--- config.mk ---
export PLATFORM = sky130hd
export DESIGN_NAME = nfctw_core
export DESIGN_NICKNAME = d
export VERILOG_FILES = /design/src/nfctw_pkg.sv /design/src/nfctw_sync.sv /design/src/nfctw_timer.sv /design/src/nfctw_core.sv
export SDC_FILE = /design/constraint.sdc
export NUM_CORES = 1
export LEC_CHECK = 0
export BUFFER_PORTS_ARGS = -buffer_cell sky130_fd_sc_hd__buf_2
export CORE_MARGIN = 5
export CORE_UTILIZATION = 25
export DETAILED_ROUTE_END_ITERATION = 16
export SLEW_MARGIN = 20
export SYNTH_ARGS = -nofsm -noshare
export SYNTH_HDL_FRONTEND = slang
export SYNTH_SLANG_ARGS = --single-unit
--- constraint.sdc ---
create_clock -name i_mclk -period 2.61 [get_ports i_mclk]
set_clock_uncertainty 0.15 [all_clocks]
set_input_delay 0.522 -clock i_mclk [delete_from_list [all_inputs] [get_ports i_mclk]]
set_output_delay 0.522 -clock i_mclk [all_outputs]
set_load 0.005 [all_outputs]
--- src/nfctw_pkg.sv ---
// shared constants and types for the nfc target wake-up and protocol detect block
package nfctw_pkg;
  localparam logic [4:0] ADDR_IRQ_STATUS = 5'h0c;
  localparam logic [4:0] ADDR_WAKE_LEVEL = 5'h18;
  localparam logic [4:0] ADDR_PROTOCOL = 5'h19;
  localparam logic [7:0] RST_IRQ_STATUS = 8'h00;
  localparam logic [7:0] RST_WAKE_LEVEL = 8'h00;
  localparam logic [7:0] RST_PROTOCOL = 8'h00;
  // wake level fields
  localparam int WL_ID_SIZE_LO = 6;
  localparam int WL_SDD_EN = 5;
  localparam int WL_EXT_RANGE = 3;
  localparam int WL_THRESH_LO = 0;
  // protocol fields
  localparam int PR_WAKE_CMP = 7;
  localparam int PR_AVOID_CMP = 6;
  localparam int PR_POLL_CODING = 4;
  localparam int PR_PASSIVE_106_DETECTED = 3;
  localparam int PR_TYPE_B = 2;
  localparam int PR_RATE_LO = 0;
  localparam logic [7:0] PR_AUTOCLR_MASK = 8'h1f;
  // status fields
  localparam int IS_TX = 7;
  localparam int IS_RX_START = 6;
  localparam int IS_FIFO = 5;
  localparam int IS_CRC = 4;
  localparam int IS_PARITY = 3;
  localparam int IS_FIELD = 2;
  localparam int IS_COLL = 1;
  localparam int IS_NORESP = 0;
  // timing
  localparam int CLK_PERIOD_PS = 5_000;
  localparam int SLOT_FIRST_US_X1000 = 2_416_000;
  localparam int SLOT_NEXT_US_X1000 = 1_208_000;
  localparam int AVOID_WAIT_US = 75;
  // divide in nanoseconds so the 0.005 fraction of a microsecond survives
  localparam int SLOT_FIRST_CYC = SLOT_FIRST_US_X1000 / (CLK_PERIOD_PS / 1000);
  localparam int SLOT_NEXT_CYC = SLOT_NEXT_US_X1000 / (CLK_PERIOD_PS / 1000);
  localparam int AVOID_WAIT_CYC = AVOID_WAIT_US * 1_000_000 / CLK_PERIOD_PS;
  localparam int COLL_EDGES_LOW = 6;
  localparam int COLL_EDGES_HIGH = 7;
  typedef enum logic [1:0] {
    RATE_NONE = 2'b00, RATE_106 = 2'b01, RATE_212 = 2'b10, RATE_424 = 2'b11
  } nfctw_rate_t;
  typedef enum logic [1:0] {
    CMD_SENS_ALL = 2'b00, CMD_POLLING = 2'b01, CMD_ATR = 2'b10, CMD_TYPE_B = 2'b11
  } nfctw_cmd_t;
  typedef enum logic [2:0] {
    MODE_NONE = 3'b000, MODE_PASSIVE_106_DETECTED = 3'b001, MODE_TAG_A = 3'b010,
    MODE_PAS_FAST = 3'b011, MODE_ACTIVE = 3'b100, MODE_TAG_B = 3'b101
  } nfctw_mode_t;
  typedef enum logic [1:0] {
    PU_IDLE = 2'b00, PU_WAIT_OSC = 2'b01, PU_WAIT_CMD = 2'b10, PU_DONE = 2'b11
  } nfctw_pu_t;
endpackage : nfctw_pkg

--- src/nfctw_sync.sv ---
// two flip-flop synchroniser for asynchronous levels
`timescale 1ns/10ps
module nfctw_sync #(
  parameter int WIDTH = 1
) (
  input wire logic i_mclk,
  input wire logic i_rst_b,
  input wire logic [WIDTH-1:0] i_async,
  output logic [WIDTH-1:0] o_sync
);
  logic [WIDTH-1:0] meta;
  always_ff @(posedge i_mclk or negedge i_rst_b) begin
    if (!i_rst_b) begin
      meta <= '0;
      o_sync <= '0;
    end else begin
      meta <= i_async;
      o_sync <= meta;
    end
  end
endmodule : nfctw_sync

--- src/nfctw_timer.sv ---
// down-counting timer, one-shot or periodic after the first expiry
`timescale 1ns/10ps
module nfctw_timer #(
  parameter int WIDTH = 20
) (
  input wire logic i_mclk,
  input wire logic i_rst_b,
  input wire logic i_start,
  input wire logic i_stop,
  input wire logic i_periodic,
  input wire logic [WIDTH-1:0] i_first,
  input wire logic [WIDTH-1:0] i_period,
  output logic o_tick
);
  logic [WIDTH-1:0] count;
  logic running;
  always_ff @(posedge i_mclk or negedge i_rst_b) begin
    if (!i_rst_b) begin
      count <= '0;
      running <= 1'b0;
      o_tick <= 1'b0;
    end else begin
      o_tick <= 1'b0;
      if (i_stop) begin
        running <= 1'b0;
      end else if (i_start) begin
        count <= i_first - WIDTH'(1);
        running <= 1'b1;
      end else if (running) begin
        if (count == '0) begin
          o_tick <= 1'b1;
          running <= i_periodic;
          count <= i_period - WIDTH'(1);
        end else begin
          count <= count - WIDTH'(1);
        end
      end
    end
  end
endmodule : nfctw_timer

--- src/nfctw_core.sv ---
// nfc target wake-up, power-up handshake, first-command protocol detect and status
// Function
// - zero threshold switches rf detector off
// - extended-range bit selects higher threshold set
// - sdd enable runs internal 106k detection
// - two bits give identifier size
// - wake level cleared only by always-on reset
// - oscillator ok raises field-change interrupt
// - comparator outputs shown live in protocol
// - first command gives receive-start interrupt
// - coding bit reports polling or type-a style
// - flags for sens/all request and type b
// - two-bit code of first bit rate
// - protocol low bits clear after read
// - without sdd request goes to fifo
// - field loss in 106k mode interrupts
// - request selects passive 106 or tag a
// - polling gives fast passive, slot timing
// - atr gives active target, avoidance interrupt
// - type b with tag emulation enters b mode
// - status clears on reset, write, read end
// - tx/rx flags early, interrupt on completion
// - fifo, crc, parity, framing flags
// - collision edge count and no-response flag
// - wake level above threshold forces enable
`timescale 1ns/10ps
module nfctw_core #(
  parameter int SLOT_FIRST = nfctw_pkg::SLOT_FIRST_CYC,
  parameter int SLOT_NEXT = nfctw_pkg::SLOT_NEXT_CYC,
  parameter int AVOID_WAIT = nfctw_pkg::AVOID_WAIT_CYC,
  parameter int TW = 20
) (
  input wire logic i_mclk,
  input wire logic i_rst_b,
  input wire logic i_aon_rst_b,
  input wire logic i_en_pin,
  input wire logic i_wake_cmp_async,
  input wire logic i_avoid_cmp_async,
  input wire logic i_osc_ok_async,
  input wire logic [4:0] i_reg_addr,
  input wire logic i_reg_wr,
  input wire logic i_reg_rd,
  input wire logic [7:0] i_reg_wdata,
  input wire logic i_iso_ctrl_wr,
  input wire logic i_tag_emulation,
  input wire logic i_no_rx_crc,
  input wire logic i_iso15693,
  input wire logic i_coll_limit_high,
  input wire logic i_first_cmd,
  input wire nfctw_pkg::nfctw_cmd_t i_first_kind,
  input wire nfctw_pkg::nfctw_rate_t i_first_rate,
  input wire logic i_first_poll_coding,
  input wire logic i_tx_start,
  input wire logic i_tx_done,
  input wire logic i_rx_start,
  input wire logic i_rx_done,
  input wire logic i_fifo_level,
  input wire logic i_crc_err,
  input wire logic i_parity_err,
  input wire logic i_framing_err,
  input wire logic i_rx_edge,
  input wire logic i_bit_end,
  input wire logic i_noresp_timeout,
  input wire logic i_avoid_cmd,
  input wire logic i_own_field_on,
  output logic [7:0] o_reg_rdata,
  output logic o_irq,
  output logic o_detector_on,
  output logic [2:0] o_wake_threshold,
  output logic o_extended_range_select,
  output logic o_force_enable,
  output logic [1:0] o_id_size,
  output logic o_internal_sdd_run,
  output logic o_forward_to_fifo,
  output logic o_clock_extractor_en,
  output nfctw_pkg::nfctw_mode_t o_mode,
  output logic o_slot_tick
);
  import nfctw_pkg::*;

  if (TW < 17 || SLOT_FIRST < 1 || SLOT_NEXT < 1 || AVOID_WAIT < 1 ||
      SLOT_FIRST >= (1 << TW) || AVOID_WAIT >= (1 << TW)) begin : g_chk
    $error("timer width too small for the configured counts");
  end

  logic en_s;
  logic wake_s;
  logic avoid_s;
  logic osc_s;
  logic wake_d;
  logic osc_d;
  logic [7:0] wake_level;
  logic [7:0] proto_low;
  logic [7:0] irq_status;
  logic [7:0] next_irq_status;
  logic [7:0] set_vec;
  logic [3:0] edge_count;
  logic rd_status_d;
  logic rd_proto_d;
  logic enable_active;
  logic field_event;
  logic irq_req;
  logic status_clr;
  logic first_take;
  logic slot_tick_raw;
  logic avoid_tick;
  logic coll_hit;
  nfctw_pu_t pu_state;
  nfctw_mode_t next_mode;

  nfctw_sync #(.WIDTH(4)) u_sync (
    .i_mclk(i_mclk),
    .i_rst_b(i_rst_b),
    .i_async({i_en_pin, i_wake_cmp_async, i_avoid_cmp_async, i_osc_ok_async}),
    .o_sync({en_s, wake_s, avoid_s, osc_s})
  );

  function automatic logic [7:0] nfctw_addr_hit(input logic [4:0] a, input logic [4:0] r);
    nfctw_addr_hit = (a == r) ? 8'hff : 8'h00;
  endfunction : nfctw_addr_hit

  always_ff @(posedge i_mclk or negedge i_aon_rst_b) begin
    if (!i_aon_rst_b) begin
      wake_level <= RST_WAKE_LEVEL;
    end else if (i_reg_wr && i_reg_addr == ADDR_WAKE_LEVEL) begin
      wake_level <= i_reg_wdata & 8'hef;
    end
  end

  always_ff @(posedge i_mclk or negedge i_rst_b) begin
    if (!i_rst_b) begin
      o_detector_on <= 1'b0;
      o_wake_threshold <= 3'h0;
      o_extended_range_select <= 1'b0;
      o_id_size <= 2'h0;
    end else begin
      o_detector_on <= wake_level[WL_THRESH_LO +: 3] != 3'h0;
      o_wake_threshold <= wake_level[WL_THRESH_LO +: 3];
      o_extended_range_select <= wake_level[WL_EXT_RANGE];
      o_id_size <= wake_level[WL_ID_SIZE_LO +: 2];
    end
  end

  always_ff @(posedge i_mclk or negedge i_rst_b) begin
    if (!i_rst_b) begin
      wake_d <= 1'b0;
      osc_d <= 1'b0;
    end else begin
      wake_d <= wake_s;
      osc_d <= osc_s;
    end
  end

  always_ff @(posedge i_mclk or negedge i_rst_b) begin
    if (!i_rst_b) begin
      o_force_enable <= 1'b0;
    end else if (pu_state == PU_IDLE) begin
      o_force_enable <= o_detector_on && wake_s;
    end else if (pu_state == PU_DONE || (pu_state == PU_WAIT_CMD && i_rx_done && !en_s)) begin
      o_force_enable <= 1'b0;
    end
  end

  assign enable_active = en_s || o_force_enable;

  // power-up handshake
  always_ff @(posedge i_mclk or negedge i_rst_b) begin
    if (!i_rst_b) begin
      pu_state <= PU_IDLE;
    end else begin
      case (pu_state)
        PU_IDLE: begin
          if (o_force_enable) begin
            pu_state <= PU_WAIT_OSC;
          end
        end
        PU_WAIT_OSC: begin
          if (osc_s) begin
            pu_state <= PU_WAIT_CMD;
          end
        end
        PU_WAIT_CMD: begin
          if (i_rx_done) begin
            pu_state <= en_s ? PU_DONE : PU_IDLE;
          end else if (!enable_active) begin
            pu_state <= PU_IDLE;
          end
        end
        PU_DONE: begin
          if (!en_s) begin
            pu_state <= PU_IDLE;
          end
        end
        default: pu_state <= PU_IDLE;
      endcase
    end
  end

  assign first_take = i_first_cmd && o_mode == MODE_NONE && enable_active;

  always_comb begin
    next_mode = o_mode;
    if (!enable_active) begin
      next_mode = MODE_NONE;
    end else if (first_take) begin
      case (i_first_kind)
        CMD_SENS_ALL: next_mode = i_tag_emulation ? MODE_TAG_A : MODE_PASSIVE_106_DETECTED;
        CMD_POLLING: next_mode = MODE_PAS_FAST;
        CMD_ATR: next_mode = MODE_ACTIVE;
        // type b emulation only when selected
        CMD_TYPE_B: next_mode = i_tag_emulation ? MODE_TAG_B : MODE_NONE;
        default: next_mode = MODE_NONE;
      endcase
    end
  end

  always_ff @(posedge i_mclk or negedge i_rst_b) begin
    if (!i_rst_b) begin
      o_mode <= MODE_NONE;
      o_clock_extractor_en <= 1'b0;
      o_internal_sdd_run <= 1'b0;
      o_forward_to_fifo <= 1'b0;
    end else begin
      o_mode <= next_mode;
      // clock extractor in type a modes
      o_clock_extractor_en <= next_mode == MODE_PASSIVE_106_DETECTED || next_mode == MODE_TAG_A;
      o_internal_sdd_run <= wake_level[WL_SDD_EN] &&
                            (next_mode == MODE_PASSIVE_106_DETECTED || next_mode == MODE_TAG_A);
      o_forward_to_fifo <= first_take && i_first_kind == CMD_SENS_ALL && !wake_level[WL_SDD_EN];
    end
  end

  nfctw_timer #(.WIDTH(TW)) u_slot (
    .i_mclk(i_mclk),
    .i_rst_b(i_rst_b),
    .i_start(first_take && i_first_kind == CMD_POLLING && i_rx_done),
    .i_stop(o_mode != MODE_PAS_FAST && !first_take),
    .i_periodic(1'b1),
    .i_first(TW'(SLOT_FIRST)),
    .i_period(TW'(SLOT_NEXT)),
    .o_tick(slot_tick_raw)
  );

  always_ff @(posedge i_mclk or negedge i_rst_b) begin
    if (!i_rst_b) begin
      o_slot_tick <= 1'b0;
    end else begin
      o_slot_tick <= slot_tick_raw;
    end
  end

  nfctw_timer #(.WIDTH(TW)) u_avoid (
    .i_mclk(i_mclk),
    .i_rst_b(i_rst_b),
    .i_start(i_avoid_cmd),
    .i_stop(!enable_active),
    .i_periodic(1'b0),
    .i_first(TW'(AVOID_WAIT)),
    .i_period(TW'(AVOID_WAIT)),
    .o_tick(avoid_tick)
  );

  always_ff @(posedge i_mclk or negedge i_rst_b) begin
    if (!i_rst_b) begin
      edge_count <= 4'h0;
    end else if (i_bit_end) begin
      edge_count <= 4'h0;
    end else if (i_rx_edge && edge_count != 4'hf) begin
      edge_count <= edge_count + 4'h1;
    end
  end

  // four bits so that more than seven edges can still be told apart
  assign coll_hit = i_bit_end && (edge_count > (i_coll_limit_high ?
                    4'(COLL_EDGES_HIGH) : 4'(COLL_EDGES_LOW)));

  assign field_event = (pu_state == PU_WAIT_OSC && osc_s && !osc_d) ||
                       ((o_mode == MODE_PASSIVE_106_DETECTED || o_mode == MODE_TAG_A) && wake_d && !wake_s);

  always_comb begin
    set_vec = 8'h00;
    set_vec[IS_TX] = i_tx_start;
    set_vec[IS_RX_START] = i_rx_start || (first_take && pu_state == PU_WAIT_CMD);
    set_vec[IS_FIFO] = i_fifo_level;
    set_vec[IS_CRC] = i_crc_err && !i_no_rx_crc;
    set_vec[IS_PARITY] = i_parity_err;
    set_vec[IS_FIELD] = i_framing_err || field_event;
    set_vec[IS_COLL] = coll_hit || (avoid_tick && i_own_field_on);
    set_vec[IS_NORESP] = i_noresp_timeout && i_iso15693;
  end

  assign irq_req = (i_tx_done && irq_status[IS_TX]) ||
                   (i_rx_done && irq_status[IS_RX_START]) || (set_vec[5:0] != 6'h00);

  assign status_clr = !enable_active || i_iso_ctrl_wr || rd_status_d;

  always_comb begin
    next_irq_status = status_clr ? set_vec : (irq_status | set_vec);
  end

  always_ff @(posedge i_mclk or negedge i_rst_b) begin
    if (!i_rst_b) begin
      irq_status <= RST_IRQ_STATUS;
      o_irq <= 1'b0;
    end else begin
      irq_status <= next_irq_status;
      o_irq <= irq_req || (o_irq && !status_clr);
    end
  end

  always_ff @(posedge i_mclk or negedge i_rst_b) begin
    if (!i_rst_b) begin
      proto_low <= RST_PROTOCOL;
    end else if (first_take) begin
      proto_low[PR_POLL_CODING] <= i_first_poll_coding;
      proto_low[PR_PASSIVE_106_DETECTED] <= i_first_kind == CMD_SENS_ALL;
      proto_low[PR_TYPE_B] <= i_first_kind == CMD_TYPE_B;
      proto_low[PR_RATE_LO +: 2] <= i_first_rate;
    end else if (!en_s && !o_force_enable) begin
      proto_low <= RST_PROTOCOL;
    end else if (rd_proto_d) begin
      proto_low <= proto_low & ~PR_AUTOCLR_MASK;
    end
  end

  // read data is registered, clears act one cycle after the strobe
  always_ff @(posedge i_mclk or negedge i_rst_b) begin
    if (!i_rst_b) begin
      o_reg_rdata <= 8'h00;
      rd_status_d <= 1'b0;
      rd_proto_d <= 1'b0;
    end else begin
      rd_status_d <= i_reg_rd && i_reg_addr == ADDR_IRQ_STATUS;
      rd_proto_d <= i_reg_rd && i_reg_addr == ADDR_PROTOCOL;
      if (i_reg_rd) begin
        o_reg_rdata <= (nfctw_addr_hit(i_reg_addr, ADDR_IRQ_STATUS) & irq_status) |
                       (nfctw_addr_hit(i_reg_addr, ADDR_WAKE_LEVEL) & wake_level) |
                       (nfctw_addr_hit(i_reg_addr, ADDR_PROTOCOL) &
                        {wake_s, avoid_s, 1'b0, proto_low[4:0]});
      end
    end
  end
endmodule : nfctw_core

* After elaboration in Yosys (flattened, before gate mapping)
Cells that the tools add are included.
** Word-level totals
- Memory bits (read-only) :: 0
- Output and inout bits :: 24
- Memory bits (writable) :: 0
- Word-level logic and storage cells :: 169
- Memories :: 0
- Input port bits :: 46
- Flip-flop bits (word level) :: 106
- Latch bits :: 0
** Cells by class
- Multipliers :: 0
- Shift-type cells :: 0
- Eq/ne operators :: 19
- Add/sub/neg operators :: 3
- Bitwise operators :: 7
- $lt $le $gt $ge :: 1
- Divide/modulo/power cells :: 0
- Multiplexer cells :: 45
- Reduce and logical (&&, ||, !) cells :: 65
** Operator list (count)
- $mux W20 :: 6
- $logic_not A20 Y1 :: 2
- $sub A20 B1 Y20 const B :: 2
- $mux W8 :: 4
- $logic_and A1 B1 Y1 :: 28
- $and A8 B8 Y8 :: 3
- $or A8 B8 Y8 :: 3
- $mux W1 :: 18
- $mux W5 :: 3
- $mux W2 :: 7
- $logic_or A1 B1 Y1 :: 13
- $pmux W3 S4 :: 1
- $eq A5 B5 Y1 const B :: 2
- $logic_not A1 Y1 :: 9
- $mux W3 :: 3
- $eq A2 B2 Y1 const B :: 4
- $mux W4 :: 2
- $pmux W2 S4 :: 1
- $reduce_bool A2 Y1 :: 4
- $eq A3 B1 Y1 const B :: 2
- $eq A3 B2 Y1 const B :: 2
- $reduce_bool A3 Y1 :: 2
- $reduce_bool A6 Y1 :: 1
- $eq A5 B4 Y1 const B :: 1
- 13 further kinds :: 17

* Longest topological paths before layout
- Depth in word-level cells :: 9
- Depth in mapped cells :: 8
- Gate-level depth less buffers :: 7

* Cells and area by module
A second synthesis with hierarchy kept.
** Unflattened totals
- Cells, all modules :: 645
- Area total of the unflattened synthesis :: 6175.9 µm²
** By module, submodules not included
- nfctw_timer :: seq. area each 550.5 µm², instances 2, cells an instance 222, area an instance 1845.5 µm²
- nfctw_core :: seq. area each 1351.3 µm², instances 1, cells an instance 193, area an instance 2284.7 µm²
- nfctw_sync :: seq. area each 200.2 µm², instances 1, cells an instance 8, area an instance 200.2 µm²

* Worst setup path before layout
Ideal clock, no wire load.
- Path type :: reg2reg
- From :: reg u_avoid.count[11]
- To :: reg u_avoid.count[19]
- Data required time :: 2.336 ns
- Cell stages (with the launch flop) :: 6
- Setup slack :: 0.333 ns
- Data arrival time :: 2.003 ns
- Path buffers :: 0
- Period minus slack after synthesis :: 2.277 ns
- Cells stage by stage :: dfrtp_1 -> or4_4 -> or4_4 -> or4_4 -> a21oi_1 -> o21bai_1
** On the way
- Word-level cells in the longest chain between the ends :: 4
- Elaborated cells between the ends (all ways) :: 5
- Those cells by class :: add/sub: 1; mux: 3; reduce/logical: 1
** Ends and longest elaborated chain
- from (decl) :: line nfctw_timer.sv:15 : logic [WIDTH-1:0] count;
- from (signal assigned) :: line nfctw_timer.sv:27 : count <= i_first - WIDTH'(1);
- from (signal assigned) :: line nfctw_timer.sv:33 : count <= i_period - WIDTH'(1);
- from (signal assigned) :: line nfctw_timer.sv:35 : count <= count - WIDTH'(1);
- $sub A20 B1 Y20 / $logic_not A20 Y1 (equally long branches) :: line nfctw_timer.sv:35, nfctw_timer.sv:30
- $mux W20 * :: line nfctw_timer.sv:30 : if (count == '0) begin
- $mux W20 * :: line nfctw_timer.sv:29 : end else if (running) begin
- $mux W20 * :: line nfctw_timer.sv:26 : end else if (i_start) begin
Mark *: on every way between the ends. The rest lies on a longest branch, timed or not. The select of a mux whose other input is x is not followed.
A chain may end at the register's enable or synchronous reset.

* Worst setup path after layout
- From :: reg u_slot.count[17]
- To :: reg u_slot.count[12]
** On the way
- Word-level cells in the longest chain between the ends :: 4
** Ends and longest elaborated chain (line)
- from (decl) :: nfctw_timer.sv:15
- from (signal assigned) :: nfctw_timer.sv:27
- from (signal assigned) :: nfctw_timer.sv:33
- from (signal assigned) :: nfctw_timer.sv:35
- $logic_not A20 Y1 :: nfctw_timer.sv:30
- $mux W20 :: nfctw_timer.sv:30
- $mux W20 :: nfctw_timer.sv:29
- $mux W20 :: nfctw_timer.sv:26
Every way passes these cells. The select of a mux whose other input is x is not followed.

==> report_table.html <==
<table>
<tr><th>Metric</th><th>Value</th></tr>
<tr><th colspan="2">Setup path</th></tr>
<tr><td>Max FO, Critical Path</td><td>7</td></tr>
<tr><td>Largest stage delay, worst path</td><td>0.57 ns</td></tr>
<tr><td>Length in cells of the worst reg-to-reg path</td><td>5</td></tr>
<tr><td>Worst path arrival time</td><td>2.50 ns</td></tr>
<tr><td>Reg-to-reg startpoint</td><td>u_slot.count[17]$_DFFE_PN0P_</td></tr>
<tr><td>Critical path data required time</td><td>2.69 ns</td></tr>
<tr><td>Terminus of the critical flop-to-flop path</td><td>u_slot.count[12]$_DFFE_PN0P_</td></tr>
<tr><td>Startpoint types</td><td>register</td></tr>
<tr><td>Setup slack of the worst register-to-register path</td><td>0.19 ns</td></tr>
<tr><td>Worst-path cell chain</td><td>or4_4 -&gt; nor4_4 -&gt; and2_1 -&gt; o21ai_0 -&gt; a211o_1</td></tr>
<tr><td>Critical-path cell with the highest stage delay</td><td>or4_4</td></tr>
<tr><td>Critical path start-end classification</td><td>register to register</td></tr>
<tr><td>Critical Path End Type</td><td>register</td></tr>
<tr><th colspan="2">Floorplanning</th></tr>
<tr><td># IOs</td><td>70</td></tr>
<tr><td>Area of the core region</td><td>19300 sq um</td></tr>
<tr><td>Die height</td><td>around 150 microns</td></tr>
<tr><td>Die X-Extent</td><td>150 microns</td></tr>
<tr><td>Num rows</td><td>slightly above 50</td></tr>
<tr><td>Die ar.</td><td>between 20000 and 25000 sq um</td></tr>
<tr><td>Effective utilization at floorplan</td><td>0.253</td></tr>
<tr><th colspan="2">CTS</th></tr>
<tr><td>CTS H-tree depth</td><td>3</td></tr>
<tr><td>Sink count of the clock tree</td><td>106</td></tr>
<tr><td>CTS clock-pin slew for the worst setup and hold paths</td><td>0.07 ns</td></tr>
<tr><td>TritonCTS clock tree</td><td>done</td></tr>
<tr><td>Maximum root-to-sink buffer count</td><td>2</td></tr>
<tr><td>Clock latency on the worst-skew pair</td><td>0.35 ns</td></tr>
<tr><td>Num CTS Buffers</td><td>9</td></tr>
<tr><td>Cell chosen for the clock root</td><td>clkbuf_16</td></tr>
<tr><th colspan="2">STA</th></tr>
<tr><td>Fmax</td><td>between 0.4 and 0.5 GHz</td></tr>
<tr><td>Final hold violations</td><td>0</td></tr>
<tr><td>Count of final max-slew check failures</td><td>0</td></tr>
<tr><td>Tmin final</td><td>2.42 ns</td></tr>
<tr><td>Unrepaired setup endpoints after global routing</td><td>false</td></tr>
<tr><td>Slew HR</td><td>0.326</td></tr>
<tr><td>Tightest Pin Transition</td><td>1.01 ns</td></tr>
<tr><td>Final period utilization</td><td>0.927</td></tr>
<tr><td>Setup Viol. Count Final</td><td>0</td></tr>
<tr><td>Sum of negative setup slack</td><td>0 ns</td></tr>
<tr><th colspan="2">Global routing</th></tr>
<tr><td>Wire length of the first global-routing pass</td><td>20700 microns</td></tr>
<tr><td>Via count of the first global-routing pass</td><td>3872</td></tr>
<tr><td>Antenna violations before repair</td><td>0</td></tr>
<tr><td>Pin count of the biggest net entering global routing</td><td>35</td></tr>
<tr><td>Remaining Overflow, GRT</td><td>0</td></tr>
<tr><td>Total routing usage reported by global routing</td><td>0.115</td></tr>
<tr><th colspan="2">Synthesis</th></tr>
<tr><td>Mapped Nets</td><td>around 530</td></tr>
<tr><td>Synth top area cells</td><td>dfrtp_1 54%, o21ai_0 3.6%, a21oi_1 3.5%</td></tr>
<tr><td>Share of the synthesized area in the top cell type</td><td>0.542</td></tr>
<tr><td>Share of flip-flops with an asynchronous set or reset</td><td>1.00</td></tr>
<tr><td>Most used flip-flop cell after synthesis</td><td>dfrtp_1</td></tr>
<tr><td>Number of distinct standard cells referenced by the synthesized netlist</td><td>59</td></tr>
<tr><td>Sequential element share of the synthesized area</td><td>0.542</td></tr>
<tr><td>Number of synthesized register bits</td><td>106</td></tr>
<tr><td>Cell type contributing the most total cell area after synthesis</td><td>dfrtp_1</td></tr>
<tr><td>Number of synthesis warnings</td><td>0</td></tr>
<tr><td>Number of cells produced by synthesis</td><td>481</td></tr>
<tr><td>Avg Synthesized Cell Area</td><td>a little over 10 sq um</td></tr>
<tr><td>Synthesized cell area</td><td>4890 sq um</td></tr>
<tr><td>Number of synthesized flops with an enable pin</td><td>0</td></tr>
<tr><th colspan="2">Hold path</th></tr>
<tr><td>Worst hold path cell count</td><td>1</td></tr>
<tr><td>Worst min-delay path endpoint</td><td>u_sync.meta[2]$_DFF_PN0_</td></tr>
<tr><td>Startpoint of the tightest hold check path</td><td>i_wake_cmp_async</td></tr>
<tr><td>Worst Hold Class</td><td>primary input to register</td></tr>
<tr><th colspan="2">Layout</th></tr>
<tr><td>Net count, final</td><td>627</td></tr>
<tr><td>Share of cells above drive strength 1</td><td>0.228</td></tr>
<tr><td>Diodes inserted</td><td>0</td></tr>
<tr><td># fillers</td><td>around 2000</td></tr>
<tr><td>Signed area change from the synthesized netlist to the final layout</td><td>22.8%</td></tr>
<tr><th colspan="2">Placed design</th></tr>
<tr><td>Final weighted congestion in routability-driven placement</td><td>0.809</td></tr>
<tr><td>DPL Wire Length</td><td>9150 microns</td></tr>
<tr><td>Number of buffer cells added on primary ports</td><td>68</td></tr>
<tr><th colspan="2">Drt</th></tr>
<tr><td>Number of violations reported at the end of detailed-routing iteration 0</td><td>241</td></tr>
<tr><td>Vias</td><td>4069</td></tr>
<tr><td>Total wire length</td><td>around 13000 microns</td></tr>
<tr><td>Met2 wire length</td><td>5740 microns</td></tr>
<tr><td>Uppermost routed layer</td><td>met4</td></tr>
<tr><td>Post-DR wirelength/cell</td><td>roughly 15 microns</td></tr>
<tr><td>Met1 layer wirelength in the final routing</td><td>approximately 6000 microns</td></tr>
<tr><td>Total length of routed met3 wires</td><td>722 microns</td></tr>
<tr><td>Post-detailed-route via-to-cell ratio</td><td>a little under 5</td></tr>
<tr><td>Antenna-violating nets left</td><td>0</td></tr>
<tr><td>First-pass iteration count of the detailed router</td><td>7</td></tr>
<tr><td>Post-route DRC</td><td>0</td></tr>
<tr><th colspan="2">Status</th></tr>
<tr><td>Result of the run</td><td>finished, final reports clean</td></tr>
<tr><th colspan="2">Power and ir drop</th></tr>
<tr><td>Leak Pwr</td><td>2.60 nW</td></tr>
<tr><td>Largest voltage drop on the vdd net</td><td>0.000300 V</td></tr>
<tr><td>Final Power</td><td>roughly 4.4 mW</td></tr>
<tr><td>Power Density</td><td>733 nW/um^2</td></tr>
<tr><th colspan="2">Run</th></tr>
<tr><td>Count of maximum capacitance violations</td><td>0</td></tr>
</table>
-- power breakdown --
group          leakage [nW]  total, mW  switching [mW]  internal [mW]
Sequential             1.31       2.22           0.301           1.92
Clock                 0.139       1.31           0.645          0.665
Combinational          1.15      0.870           0.482          0.389
-- synthesized netlist by cell type (5+ instances only) --
cell,instances
and3_1,5
nor2_1,39
inv_1,9
nor3_1,26
nand2b_1,9
ha_1,6
nand3_1,16
o21ai_0,35
a21o_1,10
a21oi_1,34
a31oi_1,12
or3_1,10
mux2_2,7
nand2_1,40
nor4_1,17
a222oi_1,7
clkbuf_1,9
dfrtp_1,106
-- cells in the final DEF (no fill, tap or decap), types with 4 or more instances in the layout --
cell type    n
clkbuf_16    9
a21oi_1     34
dfrtp_1    106
buf_4       26
a222oi_1     7
buf_2       67
nor3_1      26
nor4b_1      4
or3_1       10
nand3_1     16
and3_1       5
nor2_1      39
inv_1        9
or4_4        4
a21o_1      10
o21ai_0     35
mux2_2       7
nor2b_1      4
ha_1         6
nand2_1     40
and2_1       4
nor4_1      16
a31oi_1     12
nand2b_1     9
-- through the flow --
stage / util / worst slack [ns] / cell area (sq um) / hold slack [ns] / instances
floorplan: - / 0.333 / 4890 / 0.0764 / 481
global placement: 0.295 / 0.202 / 5700 / 0.183 / 827
detailed placement: 0.295 / 0.192 / 5700 / 0.187 / 827
CTS: 0.310 / 0.175 / 6000 / 0.116 / 845
global route: 0.311 / 0.0138 / 6010 / 0.119 / 845
finish: 0.311 / 0.190 / 6010 / 0.129 / 845
-- timing repair --
action	4_1_cts	5_1_grt
hold buffers	2	0
hold endpoints to repair	37	0
buffers inserted	0	0
resized for setup	0	1
endpoints found under the setup margin	0	1
-- flip-flops by register name, summed over array words and instances (netlist names), 2 cells and up --
signal and cells:
irq_status 8, proto_low 5, u_slot.count 20, pu_state 2, u_avoid.count 20, u_sync.o_sync 4
o_reg_rdata 8, o_mode 3, o_id_size 2, u_sync.meta 4, o_wake_threshold 3, edge_count 4
wake_level 7
-- cell type report --
type | count | area [sq um] | share of cell area
Timing Repair Buffer | 95 | 551 | 0.0916
Sequential cell | 106 | 2650 | 0.441
Tap cell | 265 | 332 | 0.0552
Clock buffer | 9 | 225 | 0.0375
Clock inverter | 7 | 58.8 | 0.00979
Multi-Input combinational cell | 354 | 2160 | 0.359
Inverter | 9 | 33.8 | 0.00562
-- cell families (layout without fill, tap and decap cells) --
group                    Yosys count  count (layout)  synth area share
AND/OR/NAND/NOR                  199             199             0.219
XOR/XNOR                           4               4           0.00716
flip-flops                       106             106             0.542
adder cells (fa/ha/maj)            6               6            0.0153
buffers and inverters             21             120            0.0182
AO/OA/AOI/OAI                    138             138             0.182
multiplexers                       7               7            0.0161
-- worst max-delay path, delay by kind of cell, from the launching register on --
family          cells  cell delay (ns)
flops               1             0.41
compound gates      2             0.45
simple gates        3             1.29
-- layer usage --
metal / up-vias / track usage
li1: 2007 / -
met1: 1940 / 0.161
met2: 112 / 0.182
met3: 10 / 0.0179
met4: 0 / 0.0375
met5: - / 0
-- worst max path at each step --
stage,from,slack [ns],end,cells past startpoint
6_report,u_slot.count[17]$_DFFE_PN0P_,0.19,u_slot.count[12]$_DFFE_PN0P_,5
5_1_grt,u_slot.count[10]$_DFFE_PN0P_,0.01,u_slot.count[18]$_DFFE_PN0P_,5
4_1_cts,u_slot.count[17]$_DFFE_PN0P_,0.17,u_slot.count[12]$_DFFE_PN0P_,5
3_5_place_dp,i_first_cmd,0.19,u_slot.count[5]$_DFFE_PN0P_,6
3_3_place_gp,i_first_cmd,0.20,u_slot.count[5]$_DFFE_PN0P_,6
2_1_floorplan,u_avoid.count[11]$_DFFE_PN0P_,0.33,u_avoid.count[19]$_DFFE_PN0P_,5
Note: power is estimated with default switching activity, not from simulation.
